==> config.mk <==
export PLATFORM = sky130hd
export DESIGN_NAME = slf_serial_channel
export DESIGN_NICKNAME = d
export VERILOG_FILES = /design/src/slf_pkg.sv /design/src/slf_serial_channel.sv
export SDC_FILE = /design/constraint.sdc
export NUM_CORES = 1
export LEC_CHECK = 0
export ABC_AREA = 1
export BUFFER_PORTS_ARGS = -buffer_cell sky130_fd_sc_hd__buf_2
export CORE_UTILIZATION = 40
export CTS_BUF_LIST = sky130_fd_sc_hd__clkbuf_16
export DETAILED_ROUTE_END_ITERATION = 7
export GPL_TIMING_DRIVEN = 1
export HOLD_SLACK_MARGIN = 0.15
export PLACE_DENSITY = 0.55
export SLEW_MARGIN = 20
export SYNTH_ARGS = -nofsm -noshare
export SYNTH_HDL_FRONTEND = slang
export SYNTH_SLANG_ARGS = --single-unit
==> constraint.sdc <==
create_clock -name clk -period 69.5 [get_ports clk]
set_clock_uncertainty 0.05 [all_clocks]
set_input_delay 0 -clock clk [delete_from_list [all_inputs] [get_ports clk]]
set_output_delay 0 -clock clk [all_outputs]
set_load 0.03 [all_outputs]
==> src/slf_pkg.sv <==
// Purpose: Constants for the serial line format block
// Assumes: 10 MHz system clock
// Notes:   Field positions and codes of the line format and flow settings
package slf_pkg;
    localparam int          CLK_HZ          = 10000000;
    localparam int          DEF_BAUD        = 9600;
    localparam logic [7:0]  LINE_FMT_RST    = 8'h4C;
    localparam logic [7:0]  FLOW_RST        = 8'h00;
    localparam logic [3:0]  BAUD_SEL_RST    = 4'h5;
    localparam int          IF_LSB          = 0;
    localparam int          WL_LSB          = 2;
    localparam int          PAR_LSB         = 4;
    localparam int          STOP_LSB        = 6;
    localparam logic [1:0]  IF_RS232        = 2'h0;
    localparam logic [1:0]  IF_RS422        = 2'h1;
    localparam logic [1:0]  IF_RS485_2W     = 2'h3;
    localparam logic [1:0]  WL_SEVEN        = 2'h2;
    localparam logic [1:0]  PAR_EVEN        = 2'h3;
    localparam logic [1:0]  PAR_ODD         = 2'h1;
    localparam logic [1:0]  STOP_TWO        = 2'h3;
    localparam logic [7:0]  FLOW_NONE       = 8'h00;
    localparam logic [7:0]  FLOW_XON        = 8'h01;
    localparam logic [7:0]  FLOW_RTSCTS     = 8'h02;
    localparam logic [7:0]  FLOW_XON_PASS   = 8'h05;
    localparam logic [7:0]  CHAR_XON        = 8'h11;
    localparam logic [7:0]  CHAR_XOFF       = 8'h13;
    localparam int          NUM_RATES       = 13;
    localparam int          HI_RATE_FIRST   = 11;
    localparam logic [3:0]  RATE_IDX_MAX    = 4'hC;
endpackage : slf_pkg

==> src/slf_serial_channel.sv <==
// Purpose: Serial channel with configurable line format, rate and flow control
// Assumes: One clock, registers loaded through a plain write port
// Notes:   Framing restarts on any rate change
`timescale 1ns/1ns
module slf_serial_channel
    import slf_pkg::*;
#(
    parameter bit HI_RATES = 1'b1
) (
    input  wire logic        clk,
    input  wire logic        rst,
    input  wire logic        cfg_we,
    input  wire logic [1:0]  cfg_addr,
    input  wire logic [7:0]  cfg_wdata,
    output logic      [7:0]  cfg_rdata,
    input  wire logic        tx_valid,
    input  wire logic [7:0]  tx_data,
    output logic             tx_ready,
    output logic             rx_valid,
    output logic      [7:0]  rx_data,
    output logic             rx_parity_err,
    input  wire logic        rx_hold,
    output logic             serial_tx,
    input  wire logic        serial_rx,
    input  wire logic        cts_n,
    output logic             rts_n,
    output logic             configurable_pin
);
    ////////////////////////////////////////////////////////////////////////
    // Registers: address 0 line format, 1 flow, 2 rate index
    logic [7:0] line_format_setting_ff, nxt_line_format_setting;
    logic [7:0] flow_control_setting_ff, nxt_flow_control_setting;
    logic [3:0] rate_sel_ff, nxt_rate_sel;
    logic       restart;

    always_comb begin
        nxt_line_format_setting  = line_format_setting_ff;
        nxt_flow_control_setting = flow_control_setting_ff;
        nxt_rate_sel             = rate_sel_ff;
        restart                  = 1'b0;
        if (cfg_we) begin
            case (cfg_addr)
                2'h0: nxt_line_format_setting = cfg_wdata;
                2'h1: nxt_flow_control_setting = cfg_wdata;
                2'h2: begin
                    // Out of range or unsupported fast rates are refused
                    if (cfg_wdata[3:0] <= RATE_IDX_MAX &&
                        (HI_RATES || cfg_wdata[3:0] < 4'(HI_RATE_FIRST))) begin
                        nxt_rate_sel = cfg_wdata[3:0];
                        restart      = cfg_wdata[3:0] != rate_sel_ff;
                    end
                end
                default: ;
            endcase
        end
    end

    always_ff @(posedge clk or posedge rst) begin
        if (rst) begin
            line_format_setting_ff  <= LINE_FMT_RST;
            flow_control_setting_ff <= FLOW_RST;
            rate_sel_ff             <= BAUD_SEL_RST;
        end else begin
            line_format_setting_ff  <= nxt_line_format_setting;
            flow_control_setting_ff <= nxt_flow_control_setting;
            rate_sel_ff             <= nxt_rate_sel;
        end
    end

    ////////////////////////////////////////////////////////////////////////
    // Decoded format; only each option's own bits are looked at
    logic [1:0] if_mode;
    logic       seven_bit, par_en, par_odd, two_stop, half_duplex, tx_busy;
    assign if_mode     = line_format_setting_ff[IF_LSB +: 2];
    assign seven_bit   = line_format_setting_ff[WL_LSB +: 2] == WL_SEVEN;
    assign par_en      = line_format_setting_ff[PAR_LSB];
    assign par_odd     = line_format_setting_ff[PAR_LSB +: 2] == PAR_ODD;
    assign two_stop    = line_format_setting_ff[STOP_LSB +: 2] == STOP_TWO;
    assign half_duplex = if_mode == IF_RS485_2W;

    always_comb begin
        case (cfg_addr)
            2'h0:    cfg_rdata = line_format_setting_ff;
            2'h1:    cfg_rdata = flow_control_setting_ff;
            2'h2:    cfg_rdata = {4'h0, rate_sel_ff};
            default: cfg_rdata = {6'h00, if_mode};
        endcase
    end

    ////////////////////////////////////////////////////////////////////////
    // Divider per rate; standard steps from 300 upward
    function automatic logic [15:0] half_div(input logic [3:0] sel);
        int rate;
        case (sel)
            4'h0:    rate = 300;
            4'h1:    rate = 600;
            4'h2:    rate = 1200;
            4'h3:    rate = 2400;
            4'h4:    rate = 4800;
            4'h5:    rate = DEF_BAUD;
            4'h6:    rate = 19200;
            4'h7:    rate = 38400;
            4'h8:    rate = 57600;
            4'h9:    rate = 115200;
            4'hA:    rate = 230400;
            4'hB:    rate = 460800;
            4'hC:    rate = 921600;
            default: rate = DEF_BAUD;
        endcase
        // Fast rates are coarse at 10 MHz; minimum one cycle
        half_div = 16'((CLK_HZ / rate > 1) ? CLK_HZ / rate : 1);
    endfunction

    logic [15:0] bit_div;
    assign bit_div = half_div(rate_sel_ff);

    ////////////////////////////////////////////////////////////////////////
    // Input synchronisers: three stages, change accepted when last two agree
    logic [2:0] rx_sync_ff, nxt_rx_sync, cts_sync_ff, nxt_cts_sync;
    logic       rx_in_ff, nxt_rx_in, cts_in_ff, nxt_cts_in;
    always_comb begin
        nxt_rx_sync  = {rx_sync_ff[1:0], serial_rx};
        nxt_cts_sync = {cts_sync_ff[1:0], cts_n};
        nxt_rx_in    = (rx_sync_ff[2] == rx_sync_ff[1]) ? rx_sync_ff[2] : rx_in_ff;
        nxt_cts_in   = (cts_sync_ff[2] == cts_sync_ff[1]) ? cts_sync_ff[2] : cts_in_ff;
    end
    always_ff @(posedge clk or posedge rst) begin
        if (rst) begin
            rx_sync_ff  <= 3'h7;
            cts_sync_ff <= 3'h7;
            rx_in_ff    <= 1'b1;
            cts_in_ff   <= 1'b1;
        end else begin
            rx_sync_ff  <= nxt_rx_sync;
            cts_sync_ff <= nxt_cts_sync;
            rx_in_ff    <= nxt_rx_in;
            cts_in_ff   <= nxt_cts_in;
        end
    end

    ////////////////////////////////////////////////////////////////////////
    // Receiver, samples mid-bit
    typedef enum logic [3:0] {
        RX_IDLE  = 4'h1,
        RX_START = 4'h2,
        RX_DATA  = 4'h4,
        RX_TAIL  = 4'h8
    } slf_rx_state_type;
    slf_rx_state_type rx_st_ff, nxt_rx_st;
    logic [15:0] rx_cnt_ff, nxt_rx_cnt;
    logic [3:0]  rx_bit_ff, nxt_rx_bit;
    logic [8:0]  rx_sh_ff, nxt_rx_sh, rx_al;
    logic [7:0]  rx_data_ff, nxt_rx_data;
    logic        rx_valid_ff, nxt_rx_valid, rx_perr_ff, nxt_rx_perr;
    logic        xoff_seen_ff, nxt_xoff_seen;
    logic [3:0]  rx_len;
    logic [7:0]  rx_word;
    logic        rx_xon_flow;

    assign rx_xon_flow = flow_control_setting_ff == FLOW_XON ||
                         flow_control_setting_ff == FLOW_XON_PASS;
    assign rx_len  = 4'(seven_bit ? 7 : 8) + {3'h0, par_en};
    // Right-align first: parity, when on, lands just above the data bits
    assign rx_al   = rx_sh_ff >> (4'h9 - rx_len);
    assign rx_word = seven_bit ? {1'b0, rx_al[6:0]} : rx_al[7:0];

    always_comb begin
        nxt_rx_st     = rx_st_ff;
        nxt_rx_cnt    = rx_cnt_ff;
        nxt_rx_bit    = rx_bit_ff;
        nxt_rx_sh     = rx_sh_ff;
        nxt_rx_data   = rx_data_ff;
        nxt_rx_valid  = 1'b0;
        nxt_rx_perr   = rx_perr_ff;
        nxt_xoff_seen = xoff_seen_ff;
        if (!rx_xon_flow)
            nxt_xoff_seen = 1'b0;
        case (rx_st_ff)
            RX_IDLE: begin
                // Half-duplex line is not received while this end drives it
                if (!rx_in_ff && !(half_duplex && tx_busy)) begin
                    nxt_rx_st  = RX_START;
                    nxt_rx_cnt = bit_div >> 1;
                end
            end
            RX_START: begin
                if (rx_cnt_ff != 16'h0000) nxt_rx_cnt = rx_cnt_ff - 16'h0001;
                else if (rx_in_ff) nxt_rx_st = RX_IDLE;
                else begin
                    nxt_rx_st  = RX_DATA;
                    nxt_rx_cnt = bit_div - 16'h0001;
                    nxt_rx_bit = 4'h0;
                    nxt_rx_sh  = 9'h000;
                end
            end
            RX_DATA: begin
                if (rx_cnt_ff != 16'h0000) nxt_rx_cnt = rx_cnt_ff - 16'h0001;
                else begin
                    nxt_rx_cnt = bit_div - 16'h0001;
                    nxt_rx_sh  = {rx_in_ff, rx_sh_ff[8:1]};
                    nxt_rx_bit = rx_bit_ff + 4'h1;
                    if (rx_bit_ff == rx_len - 4'h1) nxt_rx_st = RX_TAIL;
                end
            end
            RX_TAIL: begin
                if (rx_cnt_ff != 16'h0000) nxt_rx_cnt = rx_cnt_ff - 16'h0001;
                else begin
                    nxt_rx_st   = RX_IDLE;
                    nxt_rx_data = rx_word;
                    nxt_rx_perr = par_en && (rx_al[seven_bit ? 4'h7 : 4'h8] != (^rx_word ^ par_odd));
                    nxt_rx_valid = 1'b1;
                    if (rx_xon_flow && rx_word == CHAR_XOFF) nxt_xoff_seen = 1'b1;
                    if (rx_xon_flow && rx_word == CHAR_XON) nxt_xoff_seen = 1'b0;
                    // Plain XON/XOFF swallows the control characters
                    if (flow_control_setting_ff == FLOW_XON &&
                        (rx_word == CHAR_XON || rx_word == CHAR_XOFF)) nxt_rx_valid = 1'b0;
                end
            end
            default: nxt_rx_st = RX_IDLE;
        endcase
        if (restart) nxt_rx_st = RX_IDLE;
    end

    ////////////////////////////////////////////////////////////////////////
    // Transmitter
    typedef enum logic [2:0] {
        TX_IDLE  = 3'h1,
        TX_SHIFT = 3'h2,
        TX_STOP  = 3'h4
    } slf_tx_state_type;
    slf_tx_state_type tx_st_ff, nxt_tx_st;
    logic [15:0] tx_cnt_ff, nxt_tx_cnt;
    logic [3:0]  tx_bit_ff, nxt_tx_bit;
    logic [9:0]  tx_sh_ff, nxt_tx_sh;
    logic        tx_line_ff, nxt_tx_line;
    logic        tx_paused, par_bit;
    logic [3:0]  tx_len;

    assign tx_busy  = tx_st_ff != TX_IDLE;
    assign tx_paused = (flow_control_setting_ff == FLOW_RTSCTS && cts_in_ff) ||
                       (rx_xon_flow && xoff_seen_ff);
    assign tx_ready = !tx_busy && !tx_paused && !restart;
    assign par_bit  = (seven_bit ? ^tx_data[6:0] : ^tx_data) ^ par_odd;
    assign tx_len   = 4'h1 + rx_len; // Start plus data plus parity

    always_comb begin
        nxt_tx_st   = tx_st_ff;
        nxt_tx_cnt  = tx_cnt_ff;
        nxt_tx_bit  = tx_bit_ff;
        nxt_tx_sh   = tx_sh_ff;
        nxt_tx_line = tx_line_ff;
        case (tx_st_ff)
            TX_IDLE: begin
                nxt_tx_line = 1'b1;
                if (tx_valid && tx_ready) begin
                    nxt_tx_st  = TX_SHIFT;
                    nxt_tx_cnt = bit_div - 16'h0001;
                    nxt_tx_bit = 4'h0;
                    nxt_tx_line = 1'b0;
                    nxt_tx_sh  = seven_bit ? {2'h3, par_en ? par_bit : 1'b1, tx_data[6:0]}
                                           : {1'b1, par_en ? par_bit : 1'b1, tx_data};
                end
            end
            TX_SHIFT: begin
                if (tx_cnt_ff != 16'h0000) nxt_tx_cnt = tx_cnt_ff - 16'h0001;
                else begin
                    nxt_tx_cnt = bit_div - 16'h0001;
                    nxt_tx_bit = tx_bit_ff + 4'h1;
                    if (tx_bit_ff == tx_len - 4'h1) begin
                        nxt_tx_st   = TX_STOP;
                        nxt_tx_line = 1'b1;
                        nxt_tx_bit  = 4'h0;
                    end else begin
                        nxt_tx_line = tx_sh_ff[0];
                        nxt_tx_sh   = {1'b1, tx_sh_ff[9:1]};
                    end
                end
            end
            TX_STOP: begin
                if (tx_cnt_ff != 16'h0000) nxt_tx_cnt = tx_cnt_ff - 16'h0001;
                else if (two_stop && tx_bit_ff == 4'h0) begin
                    nxt_tx_cnt = bit_div - 16'h0001;
                    nxt_tx_bit = 4'h1;
                end else nxt_tx_st = TX_IDLE;
            end
            default: nxt_tx_st = TX_IDLE;
        endcase
        if (restart) begin
            nxt_tx_st   = TX_IDLE;
            nxt_tx_line = 1'b1;
        end
    end

    always_ff @(posedge clk or posedge rst) begin
        if (rst) begin
            rx_st_ff     <= RX_IDLE;
            rx_cnt_ff    <= 16'h0000;
            rx_bit_ff    <= 4'h0;
            rx_sh_ff     <= 9'h000;
            rx_data_ff   <= 8'h00;
            rx_valid_ff  <= 1'b0;
            rx_perr_ff   <= 1'b0;
            xoff_seen_ff <= 1'b0;
            tx_st_ff     <= TX_IDLE;
            tx_cnt_ff    <= 16'h0000;
            tx_bit_ff    <= 4'h0;
            tx_sh_ff     <= 10'h3FF;
            tx_line_ff   <= 1'b1;
        end else begin
            rx_st_ff     <= nxt_rx_st;
            rx_cnt_ff    <= nxt_rx_cnt;
            rx_bit_ff    <= nxt_rx_bit;
            rx_sh_ff     <= nxt_rx_sh;
            rx_data_ff   <= nxt_rx_data;
            rx_valid_ff  <= nxt_rx_valid;
            rx_perr_ff   <= nxt_rx_perr;
            xoff_seen_ff <= nxt_xoff_seen;
            tx_st_ff     <= nxt_tx_st;
            tx_cnt_ff    <= nxt_tx_cnt;
            tx_bit_ff    <= nxt_tx_bit;
            tx_sh_ff     <= nxt_tx_sh;
            tx_line_ff   <= nxt_tx_line;
        end
    end

    assign rx_valid         = rx_valid_ff;
    assign rx_data          = rx_data_ff;
    assign rx_parity_err    = rx_perr_ff;
    assign serial_tx        = tx_line_ff;
    assign rts_n            = !(flow_control_setting_ff == FLOW_RTSCTS && !rx_hold);
    // Driver enable for the 2-wire bus; 4-wire keeps it on
    assign configurable_pin = (if_mode == IF_RS422) || (half_duplex && tx_busy);
endmodule : slf_serial_channel

# ---- After elaboration in Yosys (flattened, before gate mapping)
# Memories as Yosys holds them, arrays and structs flattened.
# Cells that the tools add are included.
dict set report word_totals {
  output_inout_bits 22
  romBits 288
  input_bits 25
  memories 1
  elab_cells 205
  reg_bits 106
}
dict set report classes {
  n_bitwise 3
  n_eq_ne 48
  reduce_logical 48
  n_lt_le_gt_ge 3
  muxes 70
  div 1
  add_sub_neg 10
  shift 1
}
# name depth width rd rd_ports_with_merged_regs wr line
set memory_table {}
lappend memory_table {{(no name shown)} 16 18 1 0 0 slf_serial_channel.sv:94} ;# case (sel)
# operator n
set op_table {}
lappend op_table {{$mux W16} 10}
lappend op_table {{$mux W4} 16}
lappend op_table {{$pmux W16 S4} 1}
lappend op_table {{$pmux W16 S3} 1}
lappend op_table {{$sub A16 B1 Y16 const B} 3}
lappend op_table {{$mux W9} 4}
lappend op_table {{$ne A3 B3 Y1 const B} 12}
lappend op_table {{$div A25 B32 Y32 const A} 1}
lappend op_table {{$gt A32 B2 Y1 const B} 1}
lappend op_table {{$reduce_bool A16 Y1} 2}
lappend op_table {{$mux W10} 3}
lappend op_table {{$pmux W8 S3} 1}
lappend op_table {{$mux W3} 7}
lappend op_table {{$ne A2 B2 Y1 const B} 10}
lappend op_table {{$pmux W10 S2} 1}
lappend op_table {{$mux W1} 18}
lappend op_table {{$pmux W9 S2} 1}
lappend op_table {{$eq A8 B5 Y1 const B} 2}
lappend op_table {{$pmux W4 S4} 1}
lappend op_table {{$reduce_xor A8 Y1} 2}
lappend op_table {{$reduce_and A5 Y1} 3}
lappend op_table {{$logic_and A1 B1 Y1} 13}
lappend op_table {{$pmux W4 S3} 1}
lappend op_table {{$reduce_and A4 Y1} 3}
lappend op_table {{other kinds (42)} 67}

# ---- Logic depth before layout (Yosys ltp)
# Gate-level depths: netlist of the first run.
dict set report depth {
  word_depth 12
  depth_mapped 428
  mapped_depth_nobuf 398
}

# ---- Least setup slack after synthesis of the first run
# Ideal clock, no wire load.
dict set report synth_timing {
  path_type {flip-flop to flip-flop}
  startpoint {register rate_sel_ff[2]}
  endpoint {register rx_cnt_ff[14]}
  setup_time_ps 132
  required_ps 69318
  slack_ps 13071
  period_less_slack_ps 56429
  arrival_ps 56247
  n_path_buf 47
  stages_incl_launch_ff 406
  path_cell_list {dfstp_2 -> buf_6 -> nor2_4 -> buf_2 -> clkbuf_1 -> buf_1 -> buf_1 -> nand2_1 -> ha_1 -> xnor2_1 -> inv_1 -> nor2_1 -> ha_1 -> a211oi_1 -> nor2_1 -> nand3_2 -> clkinv_1 -> nand2_1 -> [... 370 more ...] -> nand2_1 -> o21ai_0 -> ha_1 -> a21oi_1 -> nor2_1 -> a211oi_1 -> o221a_2 -> nand2_1 -> nand2_1 -> nand3_1 -> nor2_4 -> ha_1 -> nand4_1 -> nor3_1 -> xor2_1 -> nand2_1 -> a221oi_1 -> o21ai_0}
}
dict set report synth_between {
  elab_chain_cells 8
  elab_cells_between_ends 10
  classes_between {1 x add/sub; 1 x div; 1 x order compare; 6 x mux; 1 x memory}
}
# item line
set synth_lines {}
lappend synth_lines {{from (decl)} slf_serial_channel.sv:33} ;# logic [3:0] rate_sel_ff, nxt_rate_sel;
lappend synth_lines {{from (signal assigned)} slf_serial_channel.sv:66} ;# rate_sel_ff <= nxt_rate_sel;
lappend synth_lines {{$mem_v2 Z16 W18 (*)} -}
lappend synth_lines {{$div A25 B32 Y32 (*)} slf_serial_channel.sv:111} ;# half_div = 16'((CLK_HZ / rate > 1) ? CLK_HZ / rate : 1);
lappend synth_lines {{$gt A32 B2 Y1} slf_serial_channel.sv:111}
lappend synth_lines {{$mux W16 (*)} slf_serial_channel.sv:111}
lappend synth_lines {{$sub A16 B1 Y16} {slf_serial_channel.sv:191, slf_serial_channel.sv:199}}
lappend synth_lines {{$mux W16} slf_serial_channel.sv:188} ;# else if (rx_in_ff) nxt_rx_st = RX_IDLE;
lappend synth_lines {{$mux W16} slf_serial_channel.sv:187} ;# if (rx_cnt_ff != 16'h0000) nxt_rx_cnt = rx_cnt_ff - 16'h0001;
lappend synth_lines {{$pmux W16 S4 (*)} slf_serial_channel.sv:178} ;# case (rx_st_ff)
lappend synth_lines {{to (signal assigned)} slf_serial_channel.sv:311} ;# rx_cnt_ff <= nxt_rx_cnt;
lappend synth_lines {{to (decl)} slf_serial_channel.sv:150} ;# logic [15:0] rx_cnt_ff, nxt_rx_cnt;
# Mark *: on every way between the ends. The rest lies on a longest branch, timed or not. The select of a mux whose other input is x is not followed.
# A chain may end at the register's enable or synchronous reset.

# ---- Worst setup path in the final report of the first run
dict set report layout_timing {
  startpoint {register rate_sel_ff[0]}
  endpoint {register rx_cnt_ff[14]}
}
# The elaborated chain is that of the path after synthesis.

==> results of run 1 <==
-- through the flow --
stage | instance area [µm²] | setup WS [ns] | utilization | setup TNS, ns
3_5_place_dp | 30270 | 4.859 | 0.4219 | 0
4_1_cts | 30800 | 4.670 | 0.4293 | 0
3_3_place_gp | 30270 | 6.450 | 0.4219 | 0
5_1_grt | 30890 | -0.004789 | 0.4307 | -0.004789
6_report | 30890 | 7.350 | 0.4307 | 0
2_1_floorplan | 29090 | 13.07 | - | 0
-- per-layer routing --
| layer | vias up | wire (µm) | GRT usage |
|---|---|---|---|
| met5 | - | 0 | 0 |
| met4 | 0 | 1766 | 0.04672 |
| met3 | 98 | 4029 | 0.01433 |
| met2 | 742 | 43590 | 0.4292 |
| met1 | 14238 | 47650 | 0.3649 |
| li1 | 16218 | - | - |
-- worst max-delay path, delay by kind of cell, from the launching register on --
family,cells,cell delay (ns)
buffers and inverters,56,8.11
XOR/XNOR,2,0.38
AND/OR/NAND/NOR,164,21.16
adder cells (fa/ha/maj),29,9.48
AO/OA/AOI/OAI,122,21.96
flip-flops,1,0.68
-- flip-flops by register name, summed over array words and instances (netlist names) --
| register | count |
|---|---|
| rx_st_ff | 4 |
| serial_tx | 1 |
| xoff_seen_ff | 1 |
| cts_sync_ff | 3 |
| rx_sync_ff | 3 |
| rx_sh_ff | 9 |
| rx_in_ff | 1 |
| tx_sh_ff | 9 |
| tx_st_ff | 3 |
| line_format_setting_ff | 8 |
| flow_control_setting_ff | 8 |
| cts_in_ff | 1 |
| tx_cnt_ff | 16 |
| rx_parity_err | 1 |
| rx_valid | 1 |
| tx_bit_ff | 4 |
| rx_bit_ff | 4 |
| rate_sel_ff | 4 |
| rx_data | 8 |
| rx_cnt_ff | 16 |
-- final timing paths --
check / endpoint / slack [ns]
max: rx_cnt_ff[14] / 7.35
min: rate_sel_ff[3] / 0.16
max reg2reg: rx_cnt_ff[14] / 7.35
min reg2reg: cts_sync_ff[1] / 0.31
max in group asynchronous: rate_sel_ff[1] / 67.91
min in group asynchronous: rx_sh_ff[0] / 0.19
-- Yosys cell counts (5+ instances only) --
master,instances,area share
a211oi_1,12,0.0031
o211ai_1,26,0.0067
nand4_1,79,0.017
ha_1,372,0.16
o22ai_1,15,0.0032
xor2_1,194,0.058
clkinv_1,12,0.0015
o21bai_1,41,0.011
nand3_2,37,0.013
o21ai_2,11,0.0033
xnor2_1,136,0.041
nand3b_1,21,0.0054
buf_6,8,0.0031
buf_1,5,0.00065
nand2_1,1206,0.16
nor4_1,18,0.0039
nor2_2,17,0.0037
o2111ai_1,5,0.0015
inv_2,37,0.0048
nor2_4,18,0.0070
o21ai_1,44,0.0076
dfstp_2,25,0.023
clkbuf_1,67,0.0086
inv_1,559,0.072
o21a_1,9,0.0023
a21oi_1,366,0.063
or2_2,31,0.0067
or2_1,5,0.0011
o31ai_1,22,0.0057
o21ai_0,408,0.070
nand3_1,257,0.044
nor3_1,69,0.012
nand2_4,12,0.0046
a221oi_1,9,0.0027
a21o_1,18,0.0046
buf_2,17,0.0029
o221ai_1,13,0.0039
nor2_1,385,0.050
nand2_2,36,0.0077
a31oi_1,37,0.0080
dfrtp_1,80,0.069
and2_1,15,0.0032
-- kinds of logic after synthesis --
| logic type | synth area share |
|---|---|
| and+or+nand+nor | 0.3424 |
| buffers and inverters | 0.09687 |
| other | 0.0001289 |
| AOI/OAI and AO/OA | 0.2070 |
| adders and majority gates | 0.1621 |
| muxes | 0.0007312 |
| xor gates and xnor gates | 0.09936 |
| DFF | 0.09141 |
-- cell type report --
type	instances	area share
clock inverters	7	0.002066
inverters	612	0.07614
multi-input cells	4005	0.7665
repair buffers	101	0.02276
flip-flops and latches	105	0.08610
clock buffers	9	0.007290
well taps	950	0.03848
repair inverters	4	0.0006480
-- timing repair --
action	4_1_cts	5_1_grt
setup endpoints to repair	0	30
resized for setup	0	26
hold buffers	24	0
hold endpoints to repair	73	0
==> metrics, run 1 <==
status=finished clean; Register Area=2660 µm²; vias in the first global route=29406; worst hold path depth=5; placer congestion estimate=0.9111; # setup viols final=0; DR WL/cell=16.75 µm; via-per-instance ratio=5.402; total CTS buffers=9; height of the die=271.7 µm; CP max FO=35; DRT Wirelength=97040 µm; CP max stage delay=0.68 ns; CP Launch Type=register; initial drt markers=2155; hold slack=0.1561 ns; # Post-CTS Setup Buffers=0; Worst path slowest cell=dfstp_2; commonest non-fill, non-tap cell in the layout=nand2_1; GRT Overall Usage=0.2571; fin cells=5793; Worst-path clk slew=0.09 ns; commonest non-fill, non-tap cells in the layout=nand2_1, inv_1, o21ai_0; Crit Path Class=reg -> reg; HP Start=cfg_addr[0]; Die X=271.7 µm; asr flop ratio synth=1.000; FF-to-FF Start=rate_sel_ff[0]; Synthesis Warnings=0; placed insts=5749; core footprint=71730 µm²; register area share after synthesis=0.09141; DRT Pass-1 Iters=6; H-tree depth=3; HPWL after DPL=75690 µm; # diodes=0; Post-synth EDFFs=0; CP dominant cell by count=nand2_1; reported max-cap violation count=0; FP Rows=98; first-pass GRT wire length=156200 µm; post-synth cell types=80; Final Critical Period=62.15 ns; fin crit share=0.8942; grt total ovfl=0; CP Capture Type=register; Starting Density=0.4055; antenna violations before repair=0; fin nets=5237; Syn-to-layout area delta=6.207%; clk root buf=clkbuf_16; area of the multi-input gates=23680 µm²; Cells after Synth=4824; layout cell share with drive strength beyond 1=0.07578; Arrival @ worst endpoint=62.33 ns; Fin. Hold Viols=0; R2R depth=373; buffers added on ports=46; Ports=47; Worst-Margin Slew=1.067 ns; synthesized flop and latch total=105; Antenna Nets Post-Route=0; vias post-DR=31296; Clock Latency Late Sink=0.37 ns; max-slew violations=0; Die ar.=73800 µm²; DRC errors left=0; pin count of the biggest net entering global routing=65; Fill cells=7834; Top FF cell, synth=dfrtp_1; Critical Path Start=rate_sel_ff[0]; CTS tree=built; Num Clock Sinks=105; WP data required=69.68 ns; Cell Area, Synth=29090 µm²; clk buf depth=2; Avg Inst Size Synth=6.030 µm²; relative slew slack=0.2875; worst hold path class=in -> reg; FMAX=16.09 MHz
Power of run 1 is left out: the tool's default activity adds up to more than one toggle a clock period on the data nets, which glitch-free logic cannot reach.
==> run 2: changes to the inputs <==
- CAP_MARGIN: unset -> 40
- CORE_MARGIN: unset -> 2
==> metrics, run 2 (synthesis gave the netlist of run 1 again) <==
status=finished clean; hold slack=0.1506 ns (-0.005533 ns); total CTS buffers=9 (unchanged); fin cells=5799 (+0.10%); worst hold path depth=5 (unchanged); worst r2r dst=rx_cnt_ff[14]; core footprint=71730 µm² (unchanged); hold path endpoint=rate_sel_ff[3]; antenna violations before repair=0 (unchanged); vias in the first global route=29004 (-1.4%); Worst path slowest cell=dfstp_2; WP data required=69.68 ns (about the same); DRT Wirelength=96210 µm (-0.85%); CP max FO=35 (unchanged); reported max-cap violation count=0 (unchanged); worst hold path class=in -> reg; Syn-to-layout area delta=6.383%; first-pass GRT wire length=153700 µm (-1.6%); Ports=47 (unchanged); pin count of the biggest net entering global routing=43 (-34%); Fill cells=7748 (-1.1%); fin nets=5242 (+0.095%); FP Rows=98 (unchanged); layout cell share with drive strength beyond 1=0.07550 (-0.0002844); clk root buf=clkbuf_16; relative slew slack=0.4049 (+0.1174); fin crit share=0.8911 (-0.003131); DR WL/cell=16.59 µm (-0.96%); CP Launch Type=register; # setup viols final=0 (unchanged); Worst-path clk slew=0.09 ns (about the same); commonest non-fill, non-tap cell in the layout=nand2_1; CP max stage delay=0.68 ns (about the same); Die ar.=74890 µm² (+1.5%); max-slew violations=0 (unchanged); R2R depth=361 (-3.2%); Antenna Nets Post-Route=0 (unchanged); placer congestion estimate=0.8935 (-1.9%); RSZ-0062 raised after global routing=no; vias post-DR=31098 (-0.63%); Die X=273.7 µm (+0.74%); FMAX=16.15 MHz (+0.35%); Worst-Margin Slew=0.8845 ns (-0.1823 ns); CP Capture Type=register; total negative slack=0 ns (unchanged); HP Start=cfg_addr[0]; Crit Path Class=reg -> reg; # Post-CTS Setup Buffers=0 (unchanged); commonest non-fill, non-tap cells in the layout=nand2_1, inv_1, o21ai_0; Clock Latency Late Sink=0.38 ns (about the same); clk buf depth=2 (unchanged); height of the die=273.7 µm (+0.74%); DRT Pass-1 Iters=6 (unchanged); Arrival @ worst endpoint=62.12 ns (-0.21 ns); grt total ovfl=0 (unchanged); Num Clock Sinks=105 (unchanged); DRC errors left=0 (unchanged); biggest regs=rx_cnt_ff: 16 flops, tx_cnt_ff: 16 flops; Fin. Hold Viols=0 (unchanged); R2R Setup Slk=7.57 ns (+0.22 ns); H-tree depth=3 (unchanged); Starting Density=0.4055 (unchanged); buffers added on ports=46 (unchanged); FF-to-FF Start=rate_sel_ff[0]; initial drt markers=2183 (+1.3%); CP dominant cell by count=nand2_1; crit-path leading delay family=compound AO/OA/AOI/OAI gates; GRT Overall Usage=0.2521 (-0.005011); HPWL after DPL=75160 µm (-0.70%); Final Critical Period=61.93 ns (-0.2176 ns); placed insts=5752 (+0.052%); CTS tree=built; Worst Path Buf+Inv=52 (-7.1%); via-per-instance ratio=5.363 (-0.74%)
run 2: cell type report:
cell class	instances	area (µm²)	area share
multi-input cells	4005	23660	0.7647
flip-flops and latches	105	2660	0.08596
inverters	612	2342	0.07569
well taps	950	1189	0.03841
repair buffers	106	778.2	0.02515
clock buffers	9	225.2	0.007278
clock inverters	7	63.81	0.002062
repair inverters	4	20.02	0.0006469
diodes	1	2.502	0.00008087
run 2: tightest hold or removal path: cells and delay by family:
family,cells,cell delay [ns]
AND/OR/NAND/NOR,3,0.27
AO/OA/AOI/OAI,1,0.16
buffers and inverters,1,0.10
run 2: metal layers:
layer / share of wire / GRT usage
met1: 0.48 / 0.3497
met2: 0.45 / 0.4218
met5: 0 / 0
met4: 0.020 / 0.05148
met3: 0.046 / 0.02456
run 2: stage by stage:
step | util | area (µm²) | setup slack, ns
floorplan | - | 29090 | 13.07
global placement | 0.4220 | 30270 | 6.963
detailed placement | 0.4225 | 30310 | 5.281
CTS | 0.4301 | 30850 | 5.128
global route | 0.4314 | 30940 | 0.1571
finish | 0.4314 | 30940 | 7.568
run 2: timing repair:
item                                   CTS  global route
hold buffers                            25             0
gates resized for setup                  0            24
endpoints found under the hold margin   77             0
setup endpoints to repair                0            30
run 2: worst max-delay path by stage:
stage,endpoint,start,slack [ns],cells past startpoint
finish,rx_cnt_ff[14],rate_sel_ff[0],7.57,361
floorplan,rx_cnt_ff[14],rate_sel_ff[2],13.07,405
detailed placement,rx_cnt_ff[14],rate_sel_ff[1],5.28,359
global route,rx_cnt_ff[14],rate_sel_ff[0],0.16,375
CTS,rx_cnt_ff[14],rate_sel_ff[1],5.13,358
global placement,rx_cnt_ff[14],rate_sel_ff[1],6.96,358
Power of run 2 is left out for the same reason.
